**config.mk**
```make
export PLATFORM = sky130hd
export DESIGN_NAME = bpm_controller
export DESIGN_NICKNAME = d
export VERILOG_FILES = /design/src/hdl/bpm_controller.v
export VERILOG_INCLUDE_DIRS = /design/src /design/src/pkg
export SDC_FILE = /design/constraint.sdc
export NUM_CORES = 1
export LEC_CHECK = 0
export BUFFER_PORTS_ARGS = -buffer_cell sky130_fd_sc_hd__buf_2
export CAP_MARGIN = 15
export CELL_PAD_IN_SITES_DETAIL_PLACEMENT = 1
export CELL_PAD_IN_SITES_GLOBAL_PLACEMENT = 1
export CORE_MARGIN = 1
export CORE_UTILIZATION = 42
export CTS_BUF_LIST = sky130_fd_sc_hd__clkbuf_8 sky130_fd_sc_hd__clkbuf_16
export DETAILED_ROUTE_END_ITERATION = 6
export PLACE_DENSITY = 0.76
export SLEW_MARGIN = 20
export SYNTH_ARGS = -nofsm -noshare
export SYNTH_HDL_FRONTEND = slang
export SYNTH_SLANG_ARGS = --single-unit
```
**constraint.sdc**
```tcl
create_clock -name i_clk -period 3.4 [get_ports i_clk]
set_clock_uncertainty 0.05 [all_clocks]
set_input_delay 0.17 -clock i_clk [delete_from_list [all_inputs] [get_ports i_clk]]
set_output_delay 0.17 -clock i_clk [all_outputs]
set_load 0.005 [all_outputs]
```
**src/pkg/bpm_consts.vh**
```
// constants for the board power mode controller
`ifndef BPM_CONSTS_VH
`define BPM_CONSTS_VH
// mode codes, lowest to highest consumption
`define BPM_MODE_OFF 3'h0
`define BPM_MODE_BAT 3'h1
`define BPM_MODE_RET 3'h2
`define BPM_MODE_DSL 3'h3
`define BPM_MODE_LPI 3'h4
`define BPM_MODE_SID 3'h5
`define BPM_MODE_RUN 3'h6
// register byte offsets
`define BPM_REG_CTRL 12'h000
`define BPM_REG_MODE 12'h004
`define BPM_REG_STAT 12'h008
`define BPM_REG_CLR 12'h00C
`define BPM_REG_IEN 12'h010
`define BPM_REG_WAKE 12'h014
`define BPM_REG_PERI 12'h018
`define BPM_REG_EXIT 12'h01C
// ctrl fields
`define BPM_CTRL_REQ_LSB 0
`define BPM_CTRL_DRSEL 4
`define BPM_CTRL_PHY 5
`define BPM_CTRL_AUTO 6
`define BPM_CTRL_VSCALE 7
// status event bits
`define BPM_EV_DONE 0
`define BPM_EV_REJ 1
`define BPM_EV_WAKE 2
`define BPM_EV_AUTO 3
`define BPM_EV_W 4
// exit latencies and auto idle count in cycles
`define BPM_EXIT_DSL 16'h0400
`define BPM_EXIT_LPI 16'h0040
`define BPM_EXIT_SID 16'h0004
`define BPM_IDLE_CNT 16'h0100
`endif

```
**src/hdl/bpm_controller.v**
```verilog
// board power mode controller with apb register access
`timescale 1ns/1ps
`include "bpm_consts.vh"
// Function
// - seven modes, ranked off to run
// - off mode: every rail disabled
// - battery clock mode: battery rail only
// - retention: input rail, retention pins on
// - retention pins hold outputs, can wake
// - one retention pin reserved for watchdog
// - select low self-refresh, high dram off
// - retention memory rail follows select
// - low power: soc/mem on, cpu halted in deep sleep and low power idle
// - deep sleep: gate cpu, stop clocks
// - low power idle: 1MHz slow clock
// - system idle: 24MHz, cpu wfi gating
// - auto idle entry, peripherals set
// - exit latency deep, idle, system ordered
// - peripheral power on low power, run
// - run all rails; phy switchable
// - run mode core voltage scaling
module bpm_controller #(
   parameter PIN_W = 16,
   parameter PERI_W = 16,
   parameter IDLE_CNT = `BPM_IDLE_CNT
) (
   input wire i_clk,
   input wire i_rst,
   input wire i_psel,
   input wire i_penable,
   input wire i_pwrite,
   input wire [11:0] i_paddr,
   input wire [31:0] i_pwdata,
   output reg [31:0] o_prdata,
   output wire o_pready,
   output wire o_pslverr,
   input wire [PIN_W-1:0] i_retention_wake_pins,
   input wire i_system_activity,
   input wire i_cpu_wait_for_interrupt_state,
   output reg o_rail_cpu_en,
   output reg o_rail_soc_en,
   output reg o_rail_dram_en,
   output reg o_rail_vin_en,
   output reg o_rail_battery_en,
   output reg o_rail_retention_io_en,
   output reg o_phy_power_en,
   output reg o_peripheral_power_enable,
   output reg o_dram_retention_select,
   output reg o_retention_pin_hold,
   output reg o_cpu_clock_gate,
   output reg o_sys_clock_stop,
   output reg o_clk_1mhz_only,
   output reg o_clk_24mhz_en,
   output reg o_voltage_frequency_scaling,
   output reg [PERI_W-1:0] o_peripheral_keep,
   output reg [2:0] o_mode,
   output wire o_irq
);
   localparam ST_IDLE = 2'b00;
   localparam ST_EXIT = 2'b01;

   reg [PIN_W-1:0] pin_s1_q;
   reg [PIN_W-1:0] pin_s2_q;
   reg [PIN_W-1:0] pin_s3_q;
   reg [PIN_W-1:0] pin_ok_q;
   wire [PIN_W-1:0] pin_chg;
   reg [PIN_W-1:0] wake_en_q;
   reg [2:0] mode_q;
   reg [2:0] target_q;
   reg [1:0] st_q;
   reg [15:0] exit_cnt_q;
   reg [15:0] idle_cnt_q;
   reg [PERI_W-1:0] peri_cfg_q;
   reg drsel_q, phy_q, auto_q, vscale_q;
   reg [`BPM_EV_W-1:0] stat_q, ien_q;
   reg [`BPM_EV_W-1:0] ev;
   reg wr_req;
   reg [2:0] req_mode;
   reg adj_ok;
   reg wake_hit;
   reg auto_hit;
   reg [15:0] exit_len;
   reg [31:0] rd_data_d;
   reg rail_cpu_d;
   reg rail_soc_d;
   reg rail_dram_d;
   reg rail_vin_d;
   reg rail_bat_d;
   reg rail_rio_d;
   reg phy_d;
   reg peri_pwr_d;
   reg pin_hold_d;
   reg cpu_gate_d;
   reg sys_stop_d;
   reg clk_slow_d;
   reg clk_fast_d;
   reg vfs_d;
   reg [PERI_W-1:0] keep_d;

   wire apb_acc = i_psel & i_penable;
   wire apb_wr = apb_acc & i_pwrite;
   assign o_pready = 1'b1;
   assign o_pslverr = 1'b0;
   assign o_irq = |(stat_q & ien_q);

   // pin synchroniser, three stages per pin
   genvar gi;
   generate
      for (gi = 0; gi < PIN_W; gi = gi + 1) begin : g_pin_sync
         always @(posedge i_clk) begin
            if (i_rst) begin
               pin_s1_q[gi] <= 1'b0;
               pin_s2_q[gi] <= 1'b0;
               pin_s3_q[gi] <= 1'b0;
               pin_ok_q[gi] <= 1'b0;
            end else begin
               pin_s1_q[gi] <= i_retention_wake_pins[gi];
               pin_s2_q[gi] <= pin_s1_q[gi];
               pin_s3_q[gi] <= pin_s2_q[gi];
               // accept a level once stages two and three agree
               if (pin_s2_q[gi] == pin_s3_q[gi])
                  pin_ok_q[gi] <= pin_s3_q[gi];
            end
         end
         // one-cycle pulse on an accepted change
         assign pin_chg[gi] = (pin_s2_q[gi] == pin_s3_q[gi]) &&
                              (pin_s3_q[gi] != pin_ok_q[gi]);
      end
   endgenerate

   // transition request decode
   always @* begin
      ev = {`BPM_EV_W{1'b0}};
      wr_req = apb_wr && (i_paddr == `BPM_REG_CTRL) && i_pwdata[3];
      req_mode = i_pwdata[2:0];
      adj_ok = (req_mode <= `BPM_MODE_RUN) &&
               ((req_mode == mode_q + 3'h1) || (req_mode + 3'h1 == mode_q));
      wake_hit = (mode_q == `BPM_MODE_RET) &&
                 |(pin_chg & wake_en_q & {{(PIN_W-1){1'b1}}, 1'b0});
      auto_hit = auto_q && (mode_q == `BPM_MODE_RUN) && (idle_cnt_q == IDLE_CNT);
      case (mode_q)
         `BPM_MODE_DSL: exit_len = `BPM_EXIT_DSL;
         `BPM_MODE_LPI: exit_len = `BPM_EXIT_LPI;
         `BPM_MODE_SID: exit_len = `BPM_EXIT_SID;
         default: exit_len = 16'h0001;
      endcase
      // event pulses for the status register
      if (st_q == ST_IDLE) begin
         if (wr_req && !adj_ok)
            ev[`BPM_EV_REJ] = 1'b1;
         else if (!wr_req && wake_hit)
            ev[`BPM_EV_WAKE] = 1'b1;
         else if (!wr_req && auto_hit)
            ev[`BPM_EV_AUTO] = 1'b1;
      end else if (st_q == ST_EXIT && exit_cnt_q <= 16'h0001) begin
         ev[`BPM_EV_DONE] = 1'b1;
      end
   end

   // mode sequencer
   always @(posedge i_clk) begin
      if (i_rst) begin
         mode_q <= `BPM_MODE_OFF;
         target_q <= `BPM_MODE_OFF;
         st_q <= ST_IDLE;
         exit_cnt_q <= 16'h0000;
         idle_cnt_q <= 16'h0000;
         stat_q <= {`BPM_EV_W{1'b0}};
      end else begin
         case (st_q)
            ST_IDLE: begin
               if (wr_req && adj_ok) begin
                  target_q <= req_mode;
                  exit_cnt_q <= (req_mode > mode_q) ? exit_len : 16'h0001;
                  st_q <= ST_EXIT;
               end else if (!wr_req && wake_hit) begin
                  target_q <= `BPM_MODE_DSL;
                  exit_cnt_q <= 16'h0001;
                  st_q <= ST_EXIT;
               end else if (!wr_req && auto_hit) begin
                  target_q <= `BPM_MODE_SID;
                  exit_cnt_q <= 16'h0001;
                  st_q <= ST_EXIT;
               end
            end
            ST_EXIT: begin
               if (exit_cnt_q <= 16'h0001) begin
                  mode_q <= target_q;
                  st_q <= ST_IDLE;
               end else begin
                  exit_cnt_q <= exit_cnt_q - 16'h0001;
               end
            end
            default: st_q <= ST_IDLE;
         endcase
         if (mode_q != `BPM_MODE_RUN || i_system_activity)
            idle_cnt_q <= 16'h0000;
         else if (idle_cnt_q != IDLE_CNT)
            idle_cnt_q <= idle_cnt_q + 16'h0001;
         // set wins over clear
         if (apb_wr && i_paddr == `BPM_REG_CLR)
            stat_q <= (stat_q & ~i_pwdata[`BPM_EV_W-1:0]) | ev;
         else
            stat_q <= stat_q | ev;
      end
   end

   // software registers
   always @(posedge i_clk) begin
      if (i_rst) begin
         drsel_q <= 1'b0;
         phy_q <= 1'b0;
         auto_q <= 1'b0;
         vscale_q <= 1'b0;
         ien_q <= {`BPM_EV_W{1'b0}};
         wake_en_q <= {PIN_W{1'b0}};
         peri_cfg_q <= {PERI_W{1'b0}};
      end else if (apb_wr) begin
         case (i_paddr)
            `BPM_REG_CTRL: begin
               drsel_q <= i_pwdata[`BPM_CTRL_DRSEL];
               phy_q <= i_pwdata[`BPM_CTRL_PHY];
               auto_q <= i_pwdata[`BPM_CTRL_AUTO];
               vscale_q <= i_pwdata[`BPM_CTRL_VSCALE];
            end
            `BPM_REG_IEN: ien_q <= i_pwdata[`BPM_EV_W-1:0];
            `BPM_REG_WAKE: wake_en_q <= i_pwdata[PIN_W-1:0];
            `BPM_REG_PERI: peri_cfg_q <= i_pwdata[PERI_W-1:0];
            default: ;
         endcase
      end
   end

   // read mux
   always @* begin
      rd_data_d = 32'h0000_0000;
      case (i_paddr)
         `BPM_REG_CTRL: rd_data_d = {24'h00_0000, vscale_q, auto_q, phy_q, drsel_q, 4'h0};
         `BPM_REG_MODE: rd_data_d = {27'h000_0000, st_q[0], 1'b0, mode_q};
         `BPM_REG_STAT: rd_data_d[`BPM_EV_W-1:0] = stat_q;
         `BPM_REG_IEN: rd_data_d[`BPM_EV_W-1:0] = ien_q;
         `BPM_REG_WAKE: rd_data_d[PIN_W-1:0] = pin_ok_q;
         `BPM_REG_PERI: rd_data_d[PERI_W-1:0] = peri_cfg_q;
         `BPM_REG_EXIT: rd_data_d[15:0] = exit_cnt_q;
         default: rd_data_d = 32'h0000_0000;
      endcase
   end

   // read data taken in setup, stands through access
   always @(posedge i_clk) begin
      if (i_rst)
         o_prdata <= 32'h0000_0000;
      else if (i_psel && !i_penable)
         o_prdata <= rd_data_d;
   end

   // rail and clock levels per mode
   always @* begin
      rail_cpu_d = 1'b0;
      rail_soc_d = 1'b0;
      rail_dram_d = 1'b0;
      rail_vin_d = 1'b0;
      rail_bat_d = 1'b0;
      rail_rio_d = 1'b0;
      peri_pwr_d = 1'b0;
      pin_hold_d = 1'b0;
      sys_stop_d = 1'b1;
      clk_slow_d = 1'b0;
      clk_fast_d = 1'b0;
      case (mode_q)
         `BPM_MODE_OFF: rail_bat_d = 1'b0;
         `BPM_MODE_BAT: rail_bat_d = 1'b1;
         `BPM_MODE_RET: begin
            rail_bat_d = 1'b1;
            rail_rio_d = 1'b1;
            rail_vin_d = 1'b1;
            pin_hold_d = 1'b1;
            rail_dram_d = !drsel_q;
         end
         `BPM_MODE_DSL: begin
            rail_bat_d = 1'b1;
            rail_rio_d = 1'b1;
            rail_vin_d = 1'b1;
            rail_soc_d = 1'b1;
            rail_dram_d = 1'b1;
            peri_pwr_d = 1'b1;
            sys_stop_d = 1'b1;
         end
         // slow clock in low power idle
         `BPM_MODE_LPI: begin
            rail_bat_d = 1'b1;
            rail_rio_d = 1'b1;
            rail_vin_d = 1'b1;
            rail_soc_d = 1'b1;
            rail_dram_d = 1'b1;
            peri_pwr_d = 1'b1;
            sys_stop_d = 1'b0;
            clk_slow_d = 1'b1;
         end
         `BPM_MODE_SID: begin
            rail_bat_d = 1'b1;
            rail_rio_d = 1'b1;
            rail_vin_d = 1'b1;
            rail_soc_d = 1'b1;
            rail_dram_d = 1'b1;
            peri_pwr_d = 1'b1;
            rail_cpu_d = 1'b1;
            sys_stop_d = 1'b0;
            clk_fast_d = 1'b1;
         end
         `BPM_MODE_RUN: begin
            rail_bat_d = 1'b1;
            rail_rio_d = 1'b1;
            rail_vin_d = 1'b1;
            rail_soc_d = 1'b1;
            rail_dram_d = 1'b1;
            peri_pwr_d = 1'b1;
            rail_cpu_d = 1'b1;
            sys_stop_d = 1'b0;
            clk_fast_d = 1'b1;
         end
         default: rail_bat_d = 1'b0;
      endcase
      phy_d = (mode_q >= `BPM_MODE_DSL) && phy_q;
      cpu_gate_d = (mode_q < `BPM_MODE_SID) ||
                   (mode_q == `BPM_MODE_SID && i_cpu_wait_for_interrupt_state);
      vfs_d = (mode_q == `BPM_MODE_RUN) && vscale_q;
      keep_d = o_peripheral_keep;
      if (st_q == ST_EXIT && exit_cnt_q <= 16'h0001 && target_q == `BPM_MODE_SID)
         keep_d = peri_cfg_q;
   end

   // rail outputs per mode
   always @(posedge i_clk) begin
      if (i_rst) begin
         o_rail_cpu_en <= 1'b0;
         o_rail_soc_en <= 1'b0;
         o_rail_dram_en <= 1'b0;
         o_rail_vin_en <= 1'b0;
         o_rail_battery_en <= 1'b0;
         o_rail_retention_io_en <= 1'b0;
         o_phy_power_en <= 1'b0;
         o_peripheral_power_enable <= 1'b0;
         o_dram_retention_select <= 1'b0;
         o_retention_pin_hold <= 1'b0;
         o_cpu_clock_gate <= 1'b1;
         o_sys_clock_stop <= 1'b1;
         o_clk_1mhz_only <= 1'b0;
         o_clk_24mhz_en <= 1'b0;
         o_voltage_frequency_scaling <= 1'b0;
         o_peripheral_keep <= {PERI_W{1'b0}};
         o_mode <= `BPM_MODE_OFF;
      end else begin
         o_mode <= mode_q;
         o_rail_battery_en <= rail_bat_d;
         o_rail_vin_en <= rail_vin_d;
         o_rail_retention_io_en <= rail_rio_d;
         o_retention_pin_hold <= pin_hold_d;
         o_rail_soc_en <= rail_soc_d;
         o_rail_cpu_en <= rail_cpu_d;
         o_rail_dram_en <= rail_dram_d;
         o_dram_retention_select <= drsel_q;
         o_peripheral_power_enable <= peri_pwr_d;
         o_phy_power_en <= phy_d;
         o_sys_clock_stop <= sys_stop_d;
         o_clk_1mhz_only <= clk_slow_d;
         o_clk_24mhz_en <= clk_fast_d;
         o_cpu_clock_gate <= cpu_gate_d;
         o_peripheral_keep <= keep_d;
         o_voltage_frequency_scaling <= vfs_d;
      end
   end
endmodule // bpm_controller

```
==> run metrics <==
outcome=finished with violations; failing checks=design-rule violations; crit-path cells=ha_1 -> ha_1 -> xnor2_1 -> nor3_1 -> a31o_2 -> o211a_1 -> or2_2 -> nor3_4 -> mux2_4; Slowest cell on crit path=dfxtp_1; endpoints failing hold=0; CP arrival=3190 ps; Die Ht=142 µm; CP dominant cell by count=ha_1; vias per std cell=5.44; register area=3860 µm²; Post-synth EDFFs=0; # IOs=136; CTS root buf=clkbuf_16; CTS H-tree depth=4; crit end category=flip-flop; top_reg_cell synth=dfxtp_1; ys async rst share=0; Final Max Slew Viols=0; R2R Path End=exit_cnt_q[2]; Die Width=142 µm; Sum Neg Setup Slack=0 ps; Ys Warns=0; Total Power=4.59 mW; max-capacitance violation count=0; Synth top area share=0.470; # diodes=0; area of the mapped netlist=8230 µm²; per-cell routed wire length=17.6 µm; overflow left after global routing=0; CTS max path bufs=2; I/O Buffers=101; Pre-antenna DRT Iters=7; Cells after Synth=938; first-pass GRT wire length=37,200 µm; PostCTS Resize Cnt=0; largest net degree at the start of global routing=151; crit path buf inv count=0; Hold Startpoint=i_pwdata[3]; routed wire length=23,400 µm; top post-synthesis cells by area=dfxtp_1 47%, nand2_1 5.0%, a21oi_1 5.0%; DPL Wire Length=16,200 µm; fin crit share=0.858; Synth cell types=64; Slew @ Worst Pin=716 ps; multi-input logic area=4010 µm²; Die ar.=20,100 µm²; P&R area growth vs syn=19.6%; Final setup viols=0; RSZ-0062 raised after global routing=no; layout cells sized above 1=0.154; Clk pin slew, worst setup/hold paths=80 ps; CTS tree=yes; GP Congestion=0.820; Cell Pwr Density=466 nW/µm²; Max IR drop VDD=0.343 mV; CP required=3670 ps; kind of critical path=reg2reg; Yosys top cell by area=dfxtp_1; Mean Syn Cell Area=8.77 µm²; Fill cells=2,201; drt drc=4; #FFs+latches synth=193; initial drt markers=544; Setup crit start kind=flip-flop; Initial Util=0.434; GRT Util Overall=0.239; Hold Path Sink=peri_cfg_q[3]; Hold Path Depth=3; Nets=1,132; core area=19,000 µm²; Hold WC Path Type=in2reg; sequential share of the synthesized area=0.470; vias in the first global route=7,145; Antenna Nets Post-Route=0; # clock sinks=193; # rows=50; CP top delay family=simple AND/OR/NAND/NOR gates; Num CTS Buffers=17; critical path's largest stage delay=580 ps; Lkg Pwr=3.76 nW; Reg2Reg Depth=9; DR vias=7,202; RR Startpoint=mode_q[1]; initial antenna violation count=0; Relative slew margins=0.523; worst reg2reg setup slack=480 ps; min Tclk post-route=2920 ps; Worst-Skew Late Latency=440 ps; Achievable Freq=343 MHz; Max FO, Critical Path=9
==> area by class of cell <==
| cell class | instances | share of cell area |
|---|---|---|
| inverters | 20 | 0.00763 |
| flip-flops and latches | 193 | 0.393 |
| clock inverters | 15 | 0.0200 |
| repair buffers | 147 | 0.0959 |
| well taps | 260 | 0.0331 |
| clock buffers | 17 | 0.0433 |
| multi-input cells | 672 | 0.407 |
==> registers in the layout, indices dropped and copies added, names as in the netlist, 3 cells and up <==
signal,flops
ien_q,4
target_q,3
o_prdata,16
exit_cnt_q,16
o_peripheral_keep,16
pin_s3_q,16
stat_q,4
pin_s2_q,16
peri_cfg_q,16
pin_s1_q,16
pin_ok_q,16
mode_q,3
wake_en_q,15
o_mode,3
idle_cnt_q,16
==> per-stage QoR <==
stage / utilization / hold slack [ps] / area [µm²] / worst slack [ps] / instances
after floorplan: - / 248 / 8290 / 636 / 954
final: 0.519 / 16.8 / 9830 / 481 / 1324
after CTS: 0.519 / 2.39 / 9830 / 468 / 1324
after detailed placement: 0.470 / 336 / 8900 / 501 / 1261
after global routing: 0.519 / 10.1 / 9830 / 308 / 1324
after global placement: 0.470 / 327 / 8900 / 548 / 1261
==> cells in the final DEF (no fill, tap or decap), types with 10 or more instances in the layout <==
master         Yosys  final
buf_2              5    100
clkbuf_16          0     17
nand2_1          110    110
nor3_1            15     14
mux2i_1           26     26
nor2_1           100    100
a222oi_1          15     15
ha_1              14     14
nand3_1           19     19
nor2b_1           57     57
o21ai_0           43     43
conb_1             2     18
nor3b_1           10     10
dlygate4sd3_1      0     31
xor2_1            12     12
dfxtp_1          193    193
nor4_1            12     12
a21oi_1           82     82
buf_4             22     15
inv_1             20     21
==> what timing repair did <==
item / CTS / global route
endpoints found under the setup margin: 0 / 0
hold buffers: 31 / 0
hold endpoints to repair: 49 / 0
buffers inserted: 0 / 0
==> cell usage after synthesis, types with 4 or more instances <==
master	count
nand2_1	110
a211oi_1	4
nand2b_1	6
xnor2_1	6
and3b_1	9
xor2_1	12
buf_2	5
nor4_1	12
a32oi_1	4
dfxtp_1	193
or3_1	8
nand4b_1	6
nor4bb_1	5
buf_1	10
buf_4	22
a22oi_1	4
or4_1	4
o21a_1	5
and2_1	6
o21ai_0	43
a22o_1	4
and3_1	8
mux2i_1	26
o211ai_1	8
nor2b_1	57
inv_1	20
nor2_1	100
a222oi_1	15
nand3_1	19
clkbuf_1	31
a21oi_1	82
ha_1	14
o32ai_1	4
nand4_1	8
a31oi_1	5
mux2_2	4
nor3_1	15
nor3b_1	10
==> worst register-to-register path, delay by kind of cell (launching register included) <==
kind | cells | cell delay (ps)
and+or+nand+nor | 3 | 720
DFF | 1 | 580
adders and majority gates | 2 | 490
AOI/OAI and AO/OA | 2 | 480
muxes | 1 | 330
xor gates and xnor gates | 1 | 160
==> power by group <==
group,internal (mW),switching (mW)
Sequential,2.29,0.0171
Combinational,0.0780,0.103
Clock,1.12,0.979
Total,3.49,1.10
==> per-layer routing <==
metal	global-route usage	vias up	routed length (µm)
li1	-	3484	-
met2	0.409	159	11300
met1	0.305	3530	10600
met5	0	-	0
met3	0.0407	29	1030
met4	0.0775	0	384
==> logic make-up after synthesis <==
logic type	after synthesis	share of synthesized area
buffers and inverters	89	0.0523
DFF	193	0.470
muxes	31	0.0389
and+or+nand+nor	397	0.251
other	2	0.000913
AOI/OAI and AO/OA	194	0.147
xor gates and xnor gates	18	0.0192
adders and majority gates	14	0.0213
==> worst max path at each step <==
stage,startpoint,end,slack (ps),cells past startpoint
6_report,mode_q[1],exit_cnt_q[2],480,9
3_3_place_gp,exit_cnt_q[9],o_peripheral_keep[6],550,6
4_1_cts,mode_q[1],exit_cnt_q[2],470,9
3_5_place_dp,exit_cnt_q[9],o_peripheral_keep[7],500,6
5_1_grt,exit_cnt_q[9],o_peripheral_keep[14],310,6
2_1_floorplan,mode_q[2],exit_cnt_q[2],640,11
Note: power is estimated with default switching activity, not from simulation.
